### src/design/lp_seq_pkg.sv
// ==========================================
// power sequencer constants and carriers
package lp_seq_pkg;
  // number of low-power operating modes
  localparam int unsigned NUM_LP_MODES = 3;
  // number of gated high-speed clock consumers
  localparam int unsigned NUM_BLOCKS = 8;
  localparam int unsigned RET_WORDS = 16;
  localparam int unsigned RET_AW = 4;
  localparam int unsigned RET_DW = 32;
  localparam int unsigned RTC_W = 32;
  // powered_mode encoding seen by software
  localparam logic [1:0] MODE_ACTIVE = 2'h0;
  localparam logic [1:0] MODE_SLEEP = 2'h1;
  localparam logic [1:0] MODE_DEEP = 2'h2;
  localparam logic [1:0] MODE_OFF = 2'h3;
  localparam logic [NUM_BLOCKS-1:0] CLK_CTRL_RESET = 8'h00;
  localparam logic [RTC_W-1:0] RTC_RESET = 32'h0000_0000;

  typedef enum logic [4:0] {
    ST_OFF = 5'b00001,
    ST_DEEP = 5'b00010,
    ST_SLEEP = 5'b00100,
    ST_WAKE = 5'b01000,
    ST_ON = 5'b10000
  } pwr_state_e;

  typedef struct packed {
    logic mac;
    logic host;
    logic rtc_timer;
    logic ext_irq;
  } wake_src_s;

  typedef struct packed {
    logic rtc_domain_pwr;
    logic main_domain_pwr;
    logic xtal_en;
    logic pll_en;
    logic [1:0] powered_mode;
  } pwr_ctrl_s;

  typedef struct packed {
    logic we;
    logic [RET_AW-1:0] addr;
    logic [RET_DW-1:0] wdata;
  } ret_req_s;
endpackage : lp_seq_pkg

### src/design/rtc_domain.sv
`timescale 1ns/100ps
`default_nettype none
// ==========================================
// always-on domain: timer and retention memory
module rtc_domain (
  // clock and clear
  input wire logic ref_clk_i,
  input wire logic rtc_clear_i,
  input wire logic rtc_run_i,
  // retention access
  input wire lp_seq_pkg::ret_req_s ret_req_i,
  output logic [lp_seq_pkg::RET_DW-1:0] ret_rdata_o,
  // timer
  input wire logic [lp_seq_pkg::RTC_W-1:0] rtc_alarm_i,
  output logic [lp_seq_pkg::RTC_W-1:0] rtc_count_o,
  output logic rtc_wake_o
);
  import lp_seq_pkg::*;
  logic [RET_DW-1:0] ret_mem [RET_WORDS];
  logic [RTC_W-1:0] count_reg;
  logic [RET_DW-1:0] rdata_reg;
  logic wake_reg;
  wire alarm_hit = (count_reg == rtc_alarm_i) && (rtc_alarm_i != RTC_RESET);

  // no sleep input here: the domain only stops when the chip is off
  always_ff @(posedge ref_clk_i) begin
    if (rtc_clear_i) begin
      count_reg <= RTC_RESET;
      wake_reg <= 1'b0;
      rdata_reg <= '0;
    end else begin
      if (rtc_run_i) begin
        count_reg <= count_reg + 32'h1;
      end
      wake_reg <= alarm_hit;
      rdata_reg <= ret_mem[ret_req_i.addr];
    end
  end

  // memory is wiped one word per cycle while off; contents survive every sleep
  logic [RET_AW-1:0] wipe_reg;
  always_ff @(posedge ref_clk_i) begin
    if (rtc_clear_i) begin
      wipe_reg <= wipe_reg + 4'h1;
      ret_mem[wipe_reg] <= '0;
    end else begin
      // restart the sweep so every power-down wipes from word 0 upward; all 16 words need 16 cycles off
      wipe_reg <= '0;
      if (ret_req_i.we) begin
        ret_mem[ret_req_i.addr] <= ret_req_i.wdata;
      end
    end
  end

  assign rtc_count_o = count_reg;
  assign ret_rdata_o = rdata_reg;
  assign rtc_wake_o = wake_reg;
endmodule : rtc_domain
`default_nettype wire

### src/design/low_power_state_sequencer.sv
// Operation
// - three modes: active, sleep and deep sleep, chosen by software requests
// - chip enable low means off: rtc disabled, all state cleared
// - deep sleep powers only the rtc domain
// - rtc retention memory survives deep sleep
// - rtc clock keeps counting in deep sleep
// - sleep keeps only rtc logic running, crystal held off
// - any mac, host, rtc or external wake in sleep enters wake-up
// - wake-up enables crystal oscillator and plls
// - wake-up leads from either sleep state to on
// - on: high-speed clock only to blocks enabled in clock control
// - each block gates its clock further locally
// - wait-for-interrupt gates cpu clock until cpu wakes
// - deep-sleep wake output is wired back to external reset
// - external reset is active low
`timescale 1ns/100ps
`default_nettype none
module low_power_state_sequencer (
  // clock and reset
  input wire logic ref_clk_i,
  input wire logic sys_rst_i,
  // board pins
  input wire logic power_on_enable_pin_i,
  input wire logic external_reset_n_pin_i,
  output logic deep_sleep_wake_out_o,
  // software requests
  input wire logic sleep_req_i,
  input wire logic deep_sleep_req_i,
  input wire logic [lp_seq_pkg::NUM_BLOCKS-1:0] clk_ctrl_i,
  input wire logic clk_ctrl_we_i,
  input wire logic [lp_seq_pkg::NUM_BLOCKS-1:0] block_local_en_i,
  input wire logic wait_for_interrupt_insn_i,
  input wire logic cpu_irq_i,
  // wake events
  input wire lp_seq_pkg::wake_src_s wake_src_i,
  // analog status
  input wire logic xtal_stable_i,
  input wire logic pll_locked_i,
  // rtc access
  input wire lp_seq_pkg::ret_req_s ret_req_i,
  input wire logic [lp_seq_pkg::RTC_W-1:0] rtc_alarm_i,
  output logic [lp_seq_pkg::RET_DW-1:0] ret_rdata_o,
  output logic [lp_seq_pkg::RTC_W-1:0] rtc_count_o,
  // power and clock controls
  output lp_seq_pkg::pwr_ctrl_s pwr_ctrl_o,
  output logic [lp_seq_pkg::NUM_BLOCKS-1:0] block_clk_en_o,
  output logic cpu_clk_en_o,
  output logic [4:0] state_o
);
  import lp_seq_pkg::*;

  // ==========================================
  // pin synchronisers
  // pins and analog status flags cross in through two flops before any decode
  logic [1:0] pu_sync_reg;
  logic [1:0] rst_sync_reg;
  logic [1:0] wake_sync_reg;
  logic [1:0] xtal_sync_reg;
  logic [1:0] pll_sync_reg;
  wire chip_on = pu_sync_reg[1];
  wire ext_rst_active = ~rst_sync_reg[1];
  wire ext_wake = wake_sync_reg[1];

  always_ff @(posedge ref_clk_i) begin
    if (sys_rst_i) begin
      pu_sync_reg <= 2'b00;
      rst_sync_reg <= 2'b00;
      wake_sync_reg <= 2'b00;
      xtal_sync_reg <= 2'b00;
      pll_sync_reg <= 2'b00;
    end else begin
      pu_sync_reg <= {pu_sync_reg[0], power_on_enable_pin_i};
      rst_sync_reg <= {rst_sync_reg[0], external_reset_n_pin_i};
      wake_sync_reg <= {wake_sync_reg[0], wake_src_i.ext_irq};
      xtal_sync_reg <= {xtal_sync_reg[0], xtal_stable_i};
      pll_sync_reg <= {pll_sync_reg[0], pll_locked_i};
    end
  end

  // ==========================================
  // rtc domain
  logic rtc_wake;
  wire rtc_clear = sys_rst_i | ~chip_on;
  rtc_domain u_rtc (
    .ref_clk_i(ref_clk_i),
    .rtc_clear_i(rtc_clear),
    .rtc_run_i(chip_on),
    .ret_req_i(ret_req_i),
    .ret_rdata_o(ret_rdata_o),
    .rtc_alarm_i(rtc_alarm_i),
    .rtc_count_o(rtc_count_o),
    .rtc_wake_o(rtc_wake)
  );

  // ==========================================
  // state machine
  pwr_state_e state_reg, state_next;
  logic deep_wake_reg;
  wire any_wake = wake_src_i.mac | wake_src_i.host | wake_src_i.rtc_timer
    | rtc_wake | ext_wake;
  // lock is trusted only once both analog flags have crossed into this clock
  wire clocks_ready = xtal_sync_reg[1] & pll_sync_reg[1];

  always_comb begin
    state_next = state_reg;
    case (state_reg)
      ST_OFF: begin
        if (chip_on && !ext_rst_active) begin
          state_next = ST_WAKE;
        end
      end
      ST_ON: begin
        if (deep_sleep_req_i) begin
          state_next = ST_DEEP;
        end else if (sleep_req_i) begin
          state_next = ST_SLEEP;
        end
      end
      ST_SLEEP: begin
        if (any_wake) begin
          state_next = ST_WAKE;
        end
      end
      // deep sleep only ends through the external reset loop
      ST_DEEP: begin
        if (ext_rst_active) begin
          state_next = ST_WAKE;
        end
      end
      ST_WAKE: begin
        if (clocks_ready && !ext_rst_active) begin
          state_next = ST_ON;
        end
      end
      default: begin
        state_next = ST_OFF;
      end
    endcase
    // a held external reset parks every powered state in wake-up
    if (ext_rst_active && (state_reg != ST_OFF)) begin
      state_next = ST_WAKE;
    end
    if (!chip_on) begin
      state_next = ST_OFF;
    end
  end

  // pulse the wake line low-going via reset: drive high on rtc alarm in deep sleep
  always_ff @(posedge ref_clk_i) begin
    if (sys_rst_i) begin
      state_reg <= ST_OFF;
      deep_wake_reg <= 1'b0;
    end else begin
      state_reg <= state_next;
      deep_wake_reg <= (state_reg == ST_DEEP) && rtc_wake;
    end
  end

  // ==========================================
  // mode decode
  // illegal one-hot codes read back as off
  function automatic logic [1:0] mode_of(input pwr_state_e st);
    logic [1:0] code;
    code = MODE_OFF;
    case (st)
      ST_ON, ST_WAKE: begin
        code = MODE_ACTIVE;
      end
      ST_SLEEP: begin
        code = MODE_SLEEP;
      end
      ST_DEEP: begin
        code = MODE_DEEP;
      end
      default: begin
        code = MODE_OFF;
      end
    endcase
    return code;
  endfunction : mode_of

  // ==========================================
  // power and clock outputs
  logic [NUM_BLOCKS-1:0] clk_ctrl_reg;
  logic wfi_reg;
  pwr_ctrl_s pwr_next;
  wire in_on = (state_reg == ST_ON);
  wire in_wake = (state_reg == ST_WAKE);
  wire in_sleep = (state_reg == ST_SLEEP);

  always_comb begin
    pwr_next.rtc_domain_pwr = (state_reg != ST_OFF);
    pwr_next.main_domain_pwr = in_on | in_wake | in_sleep;
    pwr_next.xtal_en = in_on | in_wake;
    pwr_next.pll_en = in_on | in_wake;
    pwr_next.powered_mode = mode_of(state_reg);
  end

  // cpu stays gated across a wfi until an interrupt or until the state leaves on; a wake event in on is not enough
  always_ff @(posedge ref_clk_i) begin
    if (sys_rst_i || !chip_on) begin
      clk_ctrl_reg <= CLK_CTRL_RESET;
      wfi_reg <= 1'b0;
      pwr_ctrl_o <= '0;
      block_clk_en_o <= '0;
      cpu_clk_en_o <= 1'b0;
    end else begin
      if (clk_ctrl_we_i) begin
        clk_ctrl_reg <= clk_ctrl_i;
      end
      if (!in_on || cpu_irq_i) begin
        wfi_reg <= 1'b0;
      end else if (wait_for_interrupt_insn_i) begin
        wfi_reg <= 1'b1;
      end
      pwr_ctrl_o <= pwr_next;
      block_clk_en_o <= {NUM_BLOCKS{in_on}} & clk_ctrl_reg & block_local_en_i;
      cpu_clk_en_o <= in_on & ~wfi_reg & ~(wait_for_interrupt_insn_i & ~cpu_irq_i);
    end
  end

  assign deep_sleep_wake_out_o = deep_wake_reg;
  assign state_o = state_reg;
endmodule : low_power_state_sequencer
`default_nettype wire

### config.mk
export PLATFORM = sky130hd
export DESIGN_NAME = low_power_state_sequencer
export DESIGN_NICKNAME = d
export VERILOG_FILES = /design/src/design/lp_seq_pkg.sv /design/src/design/rtc_domain.sv /design/src/design/low_power_state_sequencer.sv
export SDC_FILE = /design/constraint.sdc
export NUM_CORES = 1
export LEC_CHECK = 0
export ABC_AREA = 1
export BUFFER_PORTS_ARGS = -buffer_cell sky130_fd_sc_hd__buf_2
export CAP_MARGIN = 20
export CORE_AREA = 2 2 239 241
export CTS_BUF_LIST = sky130_fd_sc_hd__clkbuf_2 sky130_fd_sc_hd__clkbuf_4 sky130_fd_sc_hd__clkbuf_8
export DETAILED_ROUTE_END_ITERATION = 7
export DIE_AREA = 0 0 241 243
export PLACE_DENSITY = 0.73
export SLEW_MARGIN = 20
export SYNTH_ARGS = -nofsm -noshare
export SYNTH_HDL_FRONTEND = slang
export SYNTH_SLANG_ARGS = --single-unit
### constraint.sdc
create_clock -name ref_clk_i -period 3.9 [get_ports ref_clk_i]
set_input_delay 0.39 -clock ref_clk_i [delete_from_list [all_inputs] [get_ports ref_clk_i]]
set_output_delay 0.39 -clock ref_clk_i [all_outputs]
set_load 0.1 [all_outputs]
# Word level (Yosys, flattened, before mapping)
# Memory sizes are Yosys's and may differ from the RTL's. A register that Yosys moved wholly into a read port is not among the register bits.
# Index checks and enable logic that the tools add are counted.
# totals
ram_bits,512
ff_bits,76
memories,1
in_bits,100
wordCells,91
# op_classes
bitwise,18
add_sub_neg,2
n_eq_ne,17
mux,17
reduce_logical,17
# memory_table
name,words,word_bits,rd,rd_ports_with_merged_regs,write_ports,line,rtl
u_rtc.ret_mem,16,32,1,1,1,rtc_domain.sv:19,logic [RET_DW-1:0] ret_mem [RET_WORDS];
# ops
cell,n
adder 32 x 1 -> 32 bit (second input constant),1
equality test 32 bit,1
two-way mux 32 bit,1
nonzero test 32 bit,1
OR reduction 32 bit,1
two-way mux 5 bit,6
one-hot mux 5 bit (5 select lines),1
bitwise AND 8 bit,2
AND reduction 5 bit,2
inequality test 3 bit (second input constant),3
two-way mux 4 bit,2
OR 1 bit,7
two-way mux 1 bit,6
inequality test 2 bit (second input constant),3
one-hot mux 2 bit (3 select lines),1
OR reduction 2 bit,3
equality test 5 x 1 -> 1 bit (second input constant),1
equality test 5 x 2 -> 1 bit (second input constant),1
equality test 5 x 3 -> 1 bit (second input constant),1
equality test 5 x 4 -> 1 bit (second input constant),1
equality test 5 bit (second input constant),1
logical AND 1 bit,5
inequality test 5 x 1 -> 1 bit (second input constant),1
NOT 1 bit,5
other kinds (9),14

# Logic depth before layout (Yosys ltp)
# Gate-level depths: netlist of the first run.
# logic_depth
word_depth,7
ltp_mapped,11
ltp_nobuf,11

# Hierarchy
# A second synthesis of the first run with hierarchy kept.
# hier_totals
cells_unflattened,2472
area_unflattened_um2,25752.2
# modules_own_cells
module,area_per_inst_um2,instances,cells_per_inst
rtc_domain,24239.5,1,2275
low_power_state_sequencer,1512.7,1,197

# Worst setup path before layout of the first run
# OpenSTA, ideal clock, no wires.
# synth_path
kind,input -> register
from,in sys_rst_i
to,"mem u_rtc.ret_mem[12][0], enable pin"
setup_time_ps,421
t_arrival_ps,2647
setup_slack_ps,831
path_buffers,1
path_stages,8
path_cell_list,inv_1 -> nand2_4 -> inv_2 -> nand2_1 -> buf_2 -> o21ai_0 -> nand2_1 -> nor2_1
# synth_between
elab_chain_len,5
word_cells_on_any_way,8
classes_between,6 x mux; 1 x bitwise; 1 x reduce/logical
# synth_lines
item,line,rtl
start: declaration,low_power_state_sequencer.sv:21,"input wire logic sys_rst_i,"
OR 1 bit (*),low_power_state_sequencer.sv:83,wire rtc_clear = sys_rst_i | ~chip_on;
two-way mux 1 bit,rtc_domain.sv:43,if (rtc_clear_i) begin
two-way mux 1 bit (implied by the code),rtc_domain.sv:50,ret_mem[ret_req_i.addr] <= ret_req_i.wdata;
OR reduction 32 bit (no source line),--,
two-way mux 4 bit (no source line) / two-way mux 1 bit (equally long branches),--,
end: declaration,rtc_domain.sv:19,
# Mark *: on every way between the ends. The rest lies on a longest branch, timed or not.

# Final worst setup path of the first run
# layout_path
from,reg pu_sync_reg[1]
to,"mem u_rtc.ret_mem[13][23], enable pin"
# layout_between
elab_chain_len,6
word_cells_on_any_way,9
classes_between,6 x mux; 2 x bitwise; 1 x reduce/logical
# layout_lines
item,line,rtl
start: declaration,low_power_state_sequencer.sv:55,logic [1:0] pu_sync_reg;
start signal: assignment,low_power_state_sequencer.sv:72,"pu_sync_reg <= {pu_sync_reg[0], power_on_enable_pin_i};"
NOT 1 bit (no source line) (*),--,
OR 1 bit (*),low_power_state_sequencer.sv:83,
two-way mux 1 bit,rtc_domain.sv:43,
two-way mux 1 bit (implied by the code),rtc_domain.sv:50,
OR reduction 32 bit (no source line),--,
two-way mux 4 bit (no source line) / two-way mux 1 bit (equally long branches),--,
# Marks and branches as above.

==> results of run 1 <==
==> worst max-delay path, cell delays in order, from the launching register on <==
cell and delay, ps:
dfxtp_1 490, nand2_4 90, inv_2 60, nand2_2 220, o21ai_0 490, nand3b_1 440, nor2_4 650, buf_12 250
==> kinds of logic after synthesis <==
| family | after synthesis | synth area share |
|---|---|---|
| buffers and inverters | 271 | 0.04693 |
| AOI/OAI and AO/OA | 464 | 0.1042 |
| xor gates and xnor gates | 21 | 0.007355 |
| adders and majority gates | 2 | 0.001001 |
| DFF | 620 | 0.7013 |
| and+or+nand+nor | 859 | 0.1392 |
==> metal layers <==
layer,vias up,track usage
li1,8286,-
met1,8666,0.2751
met3,160,0.04924
met5,-,0
met2,923,0.3524
met4,2,0.08969
==> final timing paths <==
path                               from                         endpoint  slack, ps  cells after the start
min                           sys_rst_i       pll_sync_reg[1]$_SDFF_PP0_         80                      2
max reg2reg   pu_sync_reg[1]$_SDFF_PP0_  u_rtc.ret_mem[13][23]$_DFFE_PP_        890                      7
max           pu_sync_reg[1]$_SDFF_PP0_  u_rtc.ret_mem[13][23]$_DFFE_PP_        890                      7
min reg2reg  rst_sync_reg[0]$_SDFF_PP0_       rst_sync_reg[1]$_SDFF_PP0_        410                      2
==> power by group <==
part           leakage (nW)  internal (mW)  total, mW  switching, mW
Combinational          3.85          0.431       1.71           1.28
Clock                  1.12           3.21       5.81           2.60
Sequential             5.69           7.96       8.14          0.177
Total                  10.7           11.6       15.7           4.06
==> final cells by class <==
class	instances	area (um2)	share of cell area
Sequential cell	620	17540	0.5998
Multi-Input combinational cell	1346	6429	0.2199
Clock buffer	147	1817	0.06214
Timing Repair Buffer	252	1662	0.05683
Tap cell	756	945.9	0.03235
Inverter	147	556.8	0.01904
Clock inverter	38	290.3	0.009929
==> layout by cell type, fill, tap and decap left out, types with 33 or more instances in the layout <==
| cell type | count |
|---|---|
| edfxtp_1 | 512 |
| o211ai_1 | 110 |
| nand3_1 | 116 |
| o21ai_0 | 224 |
| o21ai_1 | 53 |
| buf_2 | 182 |
| nor2_1 | 534 |
| clkbuf_4 | 33 |
| nand2_1 | 144 |
| dfxtp_1 | 108 |
| inv_1 | 143 |
| clkbuf_8 | 114 |
| a21oi_1 | 73 |
==> synth_stat cells (2+ instances only) <==
cell type,n
nor2_1,554
edfxtp_1,512
o21ai_0,224
nand2_1,145
inv_1,144
nand3_1,116
o211ai_1,110
dfxtp_1,108
a21oi_1,73
clkbuf_1,70
o21ai_1,53
buf_2,20
nand4_1,18
xor2_1,15
nor3_1,13
buf_1,12
buf_6,11
buf_4,10
xnor2_1,6
nor3b_1,4
nand3b_1,3
o22ai_1,3
or2_2,3
ha_1,2
inv_2,2
==> what timing repair did <==
action | in CTS | in global routing
hold endpoints to repair | 25 | 0
buffers inserted | 0 | 0
hold buffers | 32 | 0
==> qor.csv, run 1 <==
metric,value,unit
synth.area.top_cells,"edfxtp_1 (61%), dfxtp_1 (8.6%), nor2_1 (8.3%)",
seq_area_frac_synth,0.7013,
peakVddDrop,395.0,uV
min_period_over_period,0.7711,
required,4280,ps
rsz0062_at_grt,false,
synth_edf_count,512,
critical_path_class,flop to flop,
crit_arrival,3390,ps
root_buffer,clkbuf_8,
die_area,58560,um2
synth_seq_cells,620,
cp_max_fo,17,
ys.flop_type,edfxtp_1,
setup_viol,0,
timing.slew.headroom,0.2583,
yosys.area.top_type,edfxtp_1,
worst_skew_pair.late_latency,700,ps
start_kind,flop,
syn_avg_cell_area,11.18,um2
drive_gt1_frac,0.1643,
cellPowerDensity,535.8,nW/um2
route.met3.wl,5.618,mm
wl_met1,25.43,mm
detail_route.wl_per_cell,19.32,um
cts_buffer_depth,3,
ys_warn_count,0,
final_cells,3306,
post_cts_resized,0,
place.gp.congestion,0.9415,
hpwl,35.88,mm
vias_per_cell,5.456,
start_util,0.4469,
grt_max_degree,188,
skew,49.88,ps
route.vias.total,18040,
port_buffers,184,
cts_buffers,100,
clock-sinks,620,
timing.hold.ws,76.19,ps
dpl_cell_area,26790,um2
place_inst,3088,
grt_pass1_vias,17710,
clkTransAtPathRegs,60,ps
dr.pass1.iters,5,
syn_inst,2237,
drtAntennaViolNets,0,
hold_class,input port to flop,
synth_nets,2339,
p_total,15.67,mW
regMostFlops,u_rtc.ret_mem,
worst_slack,892.7,ps
dpl_worst_slack,764.4,ps
synth_top_area_share,0.6148,
drv_slew,0,
top_layer_used,met5,
syn_area,25010,um2
gr-total-overflow,0,
fmax,0.3325,GHz
p_leak,10.66,nW
cts_tree,yes,
async_flop_share,0,
fill_cells,4731,
hold_viol_final,0,
ios,185,
core.rowCount,87,
antenna_found_initial,1,
max_cap_violations,0,
diodes,0,
die_h,243,um
routed_wl,63.87,mm
grt_pass1_wl,97.81,mm
final_nets,2569,
finalSetupTns,0,ps
area_growth,16.92,%
die_w,241,um
synth_cell_type_count,31,
tightestPinTransition,1108,ps
final_core_util,0.5225,
crit_path_end_kind,flop,
largest_register_ffs,512,
drcViolationCount,0,
fin_crit,3007,ps
grt_use_total,0.2153,
htreeDepth,3,
core_area,55950,um2
drt_iter0_drc,1907,
status,"complete, no violations",
final_cell_area,29240,um2
dr_wl_met2,30.69,mm
(Power assumes the default switching activity.)
==> inputs of run 2 (changes only) <==
ABC_AREA = 0   (was 1)
CORE_AREA = 2 2 233 235   (was 2 2 239 241)
DIE_AREA = 0 0 235 237   (was 0 0 241 243)
clock period = 3 ns   (was 3.9 ns; I/O delays follow)
==> qor.csv, run 2 <==
metric,value,unit
worst-r2r-cell-count,5,
status,"complete, no violations",
cp_max_fo,25,
synth_edf_count,512,
cpPeakStageDelay,840,ps
drt_iter0_drc,1068,
worst_skew_pair.late_latency,690,ps
grt_pass1_wl,82.06,mm
drive_gt1_frac,0.3393,
ios,185,
final_core_util,0.5316,
required,3380,ps
yosys.area.top_type,edfxtp_1,
fmax,0.3924,GHz
die_area,55700,um2
tightestPinTransition,1040,ps
final_cell_area,28320,um2
die_h,237,um
port_buffers,184,
gr-total-overflow,0,
routed_wl,54.42,mm
min_path_cells,5,
hpwl,31.92,mm
core_area,53280,um2
hold_class,input port to flop,
timing.rr.start,pu_sync_reg[1]$_SDFF_PP0_,
antenna_found_initial,2,
start_kind,flop,
cts_buffers,97,
p_leak,10.27,nW
cp.depth,5,
syn_avg_cell_area,18.91,um2
final_nets,1650,
root_buffer,clkbuf_8,
min_period_over_period,0.8494,
final_cell_mix,"edfxtp_1 (512), buf_2 (182), mux4_2 (128)",
timing.slew.headroom,0.3031,
drcViolationCount,0,
seq_area_frac_synth,0.7383,
synth_common_cells,"edfxtp_1 (512), mux4_2 (128), dfxtp_1 (108)",
clkTransAtPathRegs,60,ps
worst_slack,451.8,ps
die_w,235,um
largest_register_ffs,512,
cts_tree,yes,
route.vias.total,12950,
synth_seq_cells,620,
synth_nets,1358,
detail_route.wl_per_cell,23.36,um
core.rowCount,85,
hold_viol_final,0,
dpl_cell_area,25880,um2
grt_max_degree,56,
async_flop_share,0,
crit_arrival,2920,ps
drtAntennaViolNets,0,
vias_per_cell,5.556,
critical_path_class,flop to flop,
layout.cells.most_common,edfxtp_1,
drv_slew,0,
area_growth,19.25,%
place.gp.congestion,0.8447,
startpoint,pu_sync_reg[1]$_SDFF_PP0_,
regMostFlops,u_rtc.ret_mem,
cellPowerDensity,720.6,nW/um2
max_cap_violations,0,
skew,60.59,ps
crit_family,compound AO/OA/AOI/OAI gates,
grt_use_total,0.1957,
rsz0062_at_grt,false,
synth.most_common_cell,edfxtp_1,
fin_crit,2548,ps
synth_cell_type_count,48,
syn_inst,1256,
synth.area.top_cells,"edfxtp_1 (65%), mux4_2 (12%), dfxtp_1 (9.1%)",
clock-sinks,620,
synth_top_area_share,0.6473,
setup_viol,0,
cp_cell_sequence,nor2b_4 > nand2_1 > a31oi_1 > nor2_4 > buf_12,
peakVddDrop,344.0,uV
syn_area,23750,um2
grt_pass1_vias,13670,
critical_path_buf_inv_count,1,
hp-start,sleep_req_i,
cts_buffer_depth,3,
ys_warn_count,0,
crit_path_end_kind,flop,
htreeDepth,3,
start_util,0.4458,
ys.flop_type,edfxtp_1,
dpl_worst_slack,467.8,ps
worst_path_max_delay_cell,a31oi_1,
dr.pass1.iters,7,
-- run 2: per-stage QoR --
step / hold WS (ps) / power, mW / TNS, ps / instances
floorplan: 371.6 / 12.00 / -7555 / 1256
global route: 54.79 / 21.12 / 0 / 2330
finish: 59.57 / 20.41 / 0 / 2330
global placement: 412.6 / 12.95 / 0 / 2112
CTS: 14.89 / 20.55 / 0 / 2329
detailed placement: 420.7 / 13.06 / 0 / 2112
-- run 2: area by class of cell --
type | instances | area, um2
antenna | 1 | 2.502
clock buffer | 150 | 1871
clock inverter | 34 | 244.0
fill | 4099 | 24960
inverter | 9 | 36.28
multi-input combinational | 558 | 6013
sequential | 620 | 17540
tap | 696 | 870.8
timing repair buffer | 262 | 1750
-- run 2: cells by family after synthesis --
logic type	after synthesis	share of synthesized area
AND/OR/NAND/NOR	227	0.05189
adder cells (fa/ha/maj)	2	0.001053
buffers and inverters	78	0.01417
flip-flops	620	0.7383
multiplexers	203	0.1530
AO/OA/AOI/OAI	61	0.01754
XOR/XNOR	65	0.02397
-- run 2: final timing paths --
check / end / slack [ps]
worst min-delay path: state_o[4]$_SDFFE_PP0P_ / 60
worst min register to register: cpu_clk_en_o$_SDFF_PP0_ / 430
worst max register to register: u_rtc.ret_mem[3][26]$_DFFE_PP_ / 450
worst max-delay path: u_rtc.ret_mem[3][26]$_DFFE_PP_ / 450
-- run 2: repair_timing --
item                      in CTS  in global routing
gates resized for setup        0                  0
buffers inserted               0                  0
hold endpoints to repair      31                  0
hold buffers                  33                  0
-- run 2: layer usage --
layer | global-route usage | wire length, um
met5 | 0 | 0
met4 | 0.07633 | 1489
met3 | 0.04115 | 3816
met2 | 0.3199 | 26780
met1 | 0.2583 | 22340
-- run 2: tightest hold or removal path, stage by stage --
cell	delay [ps]
buf_2	70
or3_1	110
nor2_1	40
a31oi_1	130
nor3_1	50
-- run 2: where the power goes --
group / internal, mW / switching (mW) / leakage [nW]
Clock: 4.18 / 3.32 / 1.12
Combinational: 0.843 / 1.48 / 3.50
Sequential: 10.3 / 0.242 / 5.65
Total: 15.4 / 5.04 / 10.3
==> inputs of run 3 (changes only) <==
PLACE_DENSITY = 0.76   (was 0.73)
clock period = 2.2 ns   (was 3 ns; I/O delays follow)
==> qor.csv, run 3 (synthesis gave the netlist of run 2 again) <==
metric,value,unit
p_leak,10.34,nW
antenna_found_initial,6,
required,2580,ps
critical_path_class,flop to flop,
cts_buffers,98,
grt_pass1_vias,13920,
dr.pass1.iters,5,
vias_per_cell,5.568,
core.rowCount,85,
fmax,0.4790,GHz
fin_crit,2088,ps
cpPeakStageDelay,810,ps
crit_arrival,2470,ps
final_cell_area,28590,um2
p_total,27.28,mW
ios,185,
max_cap_violations,0,
hold_class,input port to flop,
worst_skew_pair.late_latency,670,ps
clock-sinks,620,
start_util,0.4458,
die_area,55700,um2
core_area,53280,um2
worst_path_max_delay_cell,a32oi_1,
dpl_cell_area,26190,um2
root_buffer,clkbuf_8,
drt_iter0_drc,1028,
routed_wl,53.80,mm
largest_register_ffs,512,
drv_slew,0,
tightestPinTransition,1085,ps
htreeDepth,3,
start_kind,flop,
timing.slew.headroom,0.2767,
drive_gt1_frac,0.3448,
grt_use_total,0.1959,
route.vias.total,13100,
drcViolationCount,0,
cellPowerDensity,954.0,nW/um2
die_w,235,um
setup_viol,0,
drtAntennaViolNets,0,
area_growth,20.38,%
regMostFlops,u_rtc.ret_mem,
timing.hold.ws,141.0,ps
place.gp.congestion,0.8729,
crit_path_end_kind,flop,
detail_route.wl_per_cell,22.86,um
port_buffers,184,
finalSetupTns,0,ps
cp_max_fo,11,
cts_buffer_depth,3,
final_nets,1679,
hold_viol_final,0,
die_h,237,um
peakVddDrop,503.3,uV
skew,42.41,ps
gr-total-overflow,0,
rsz0062_at_grt,false,
grt_max_degree,45,
grt_pass1_wl,82.79,mm
status,"complete, no violations",
post_cts_buffers,0,
cts_tree,yes,
clkTransAtPathRegs,70,ps
layout.cells.most_common,edfxtp_1,
final_cell_mix,"edfxtp_1 (512), buf_2 (182), mux4_2 (128)",
crit_family,compound AO/OA/AOI/OAI gates,
min_period_over_period,0.9490,
critical_path_buf_inv_count,1,
cp_cell_sequence,nor2b_4 > and3_1 > a32oi_1 > nor2_4 > buf_4,
hpwl,32.20,mm
## run 3: cell type report
type / instances / area (um2)
inverter: 9 / 36.28
antenna: 1 / 2.502
fill: 4031 / 24690
sequential: 620 / 17560
multi-input combinational: 558 / 6032
clock buffer: 131 / 1672
clock inverter: 48 / 266.5
timing repair buffer: 290 / 2151
tap: 696 / 870.8
## run 3: layer usage
layer	GRT usage	part of all wire
met2	0.3192	0.49
met3	0.04581	0.071
met5	0	0.0012
met1	0.2587	0.41
met4	0.07096	0.026
## run 3: path summary, 6_finish.rpt
check	startpoint	to	slack (ps)	cells after the start
hold reg to reg	wfi_reg$_SDFFE_PP0P_	cpu_clk_en_o$_SDFF_PP0_	430	1
setup / recovery	pu_sync_reg[1]$_SDFF_PP0_	u_rtc.ret_mem[14][29]$_DFFE_PP_	110	5
setup reg to reg	pu_sync_reg[1]$_SDFF_PP0_	u_rtc.ret_mem[14][29]$_DFFE_PP_	110	5
hold / removal	ret_req_i[5]	u_rtc.ret_mem[15][5]$_DFFE_PP_	140	3
## run 3: timing repair
item	in CTS	in global routing
hold buffers	44	0
endpoints found under the hold margin	33	0
gates resized for setup	0	3
endpoints found under the setup margin	0	73
## run 3: tightest hold or removal path: cells and delay by family
family,cells,cell delay (ps)
buf+inv,2,290
simple gates,1,140
## run 3: through the flow
stage	worst slack (ps)	std cells	utilization
after floorplan	-301.5	1256	-
final	112.3	2353	0.5366
after global routing	17.20	2353	0.5366
after global placement	96.19	2129	0.4916
after detailed placement	83.89	2129	0.4916
after CTS	63.32	2352	0.5362
## run 3: where the power goes
part           internal [mW]  leakage, nW  switching [mW]
Sequential              14.1         5.66           0.326
Combinational           1.29         3.66            2.02
Clock                   5.17         1.02            4.36
Total                   20.6         10.3            6.71
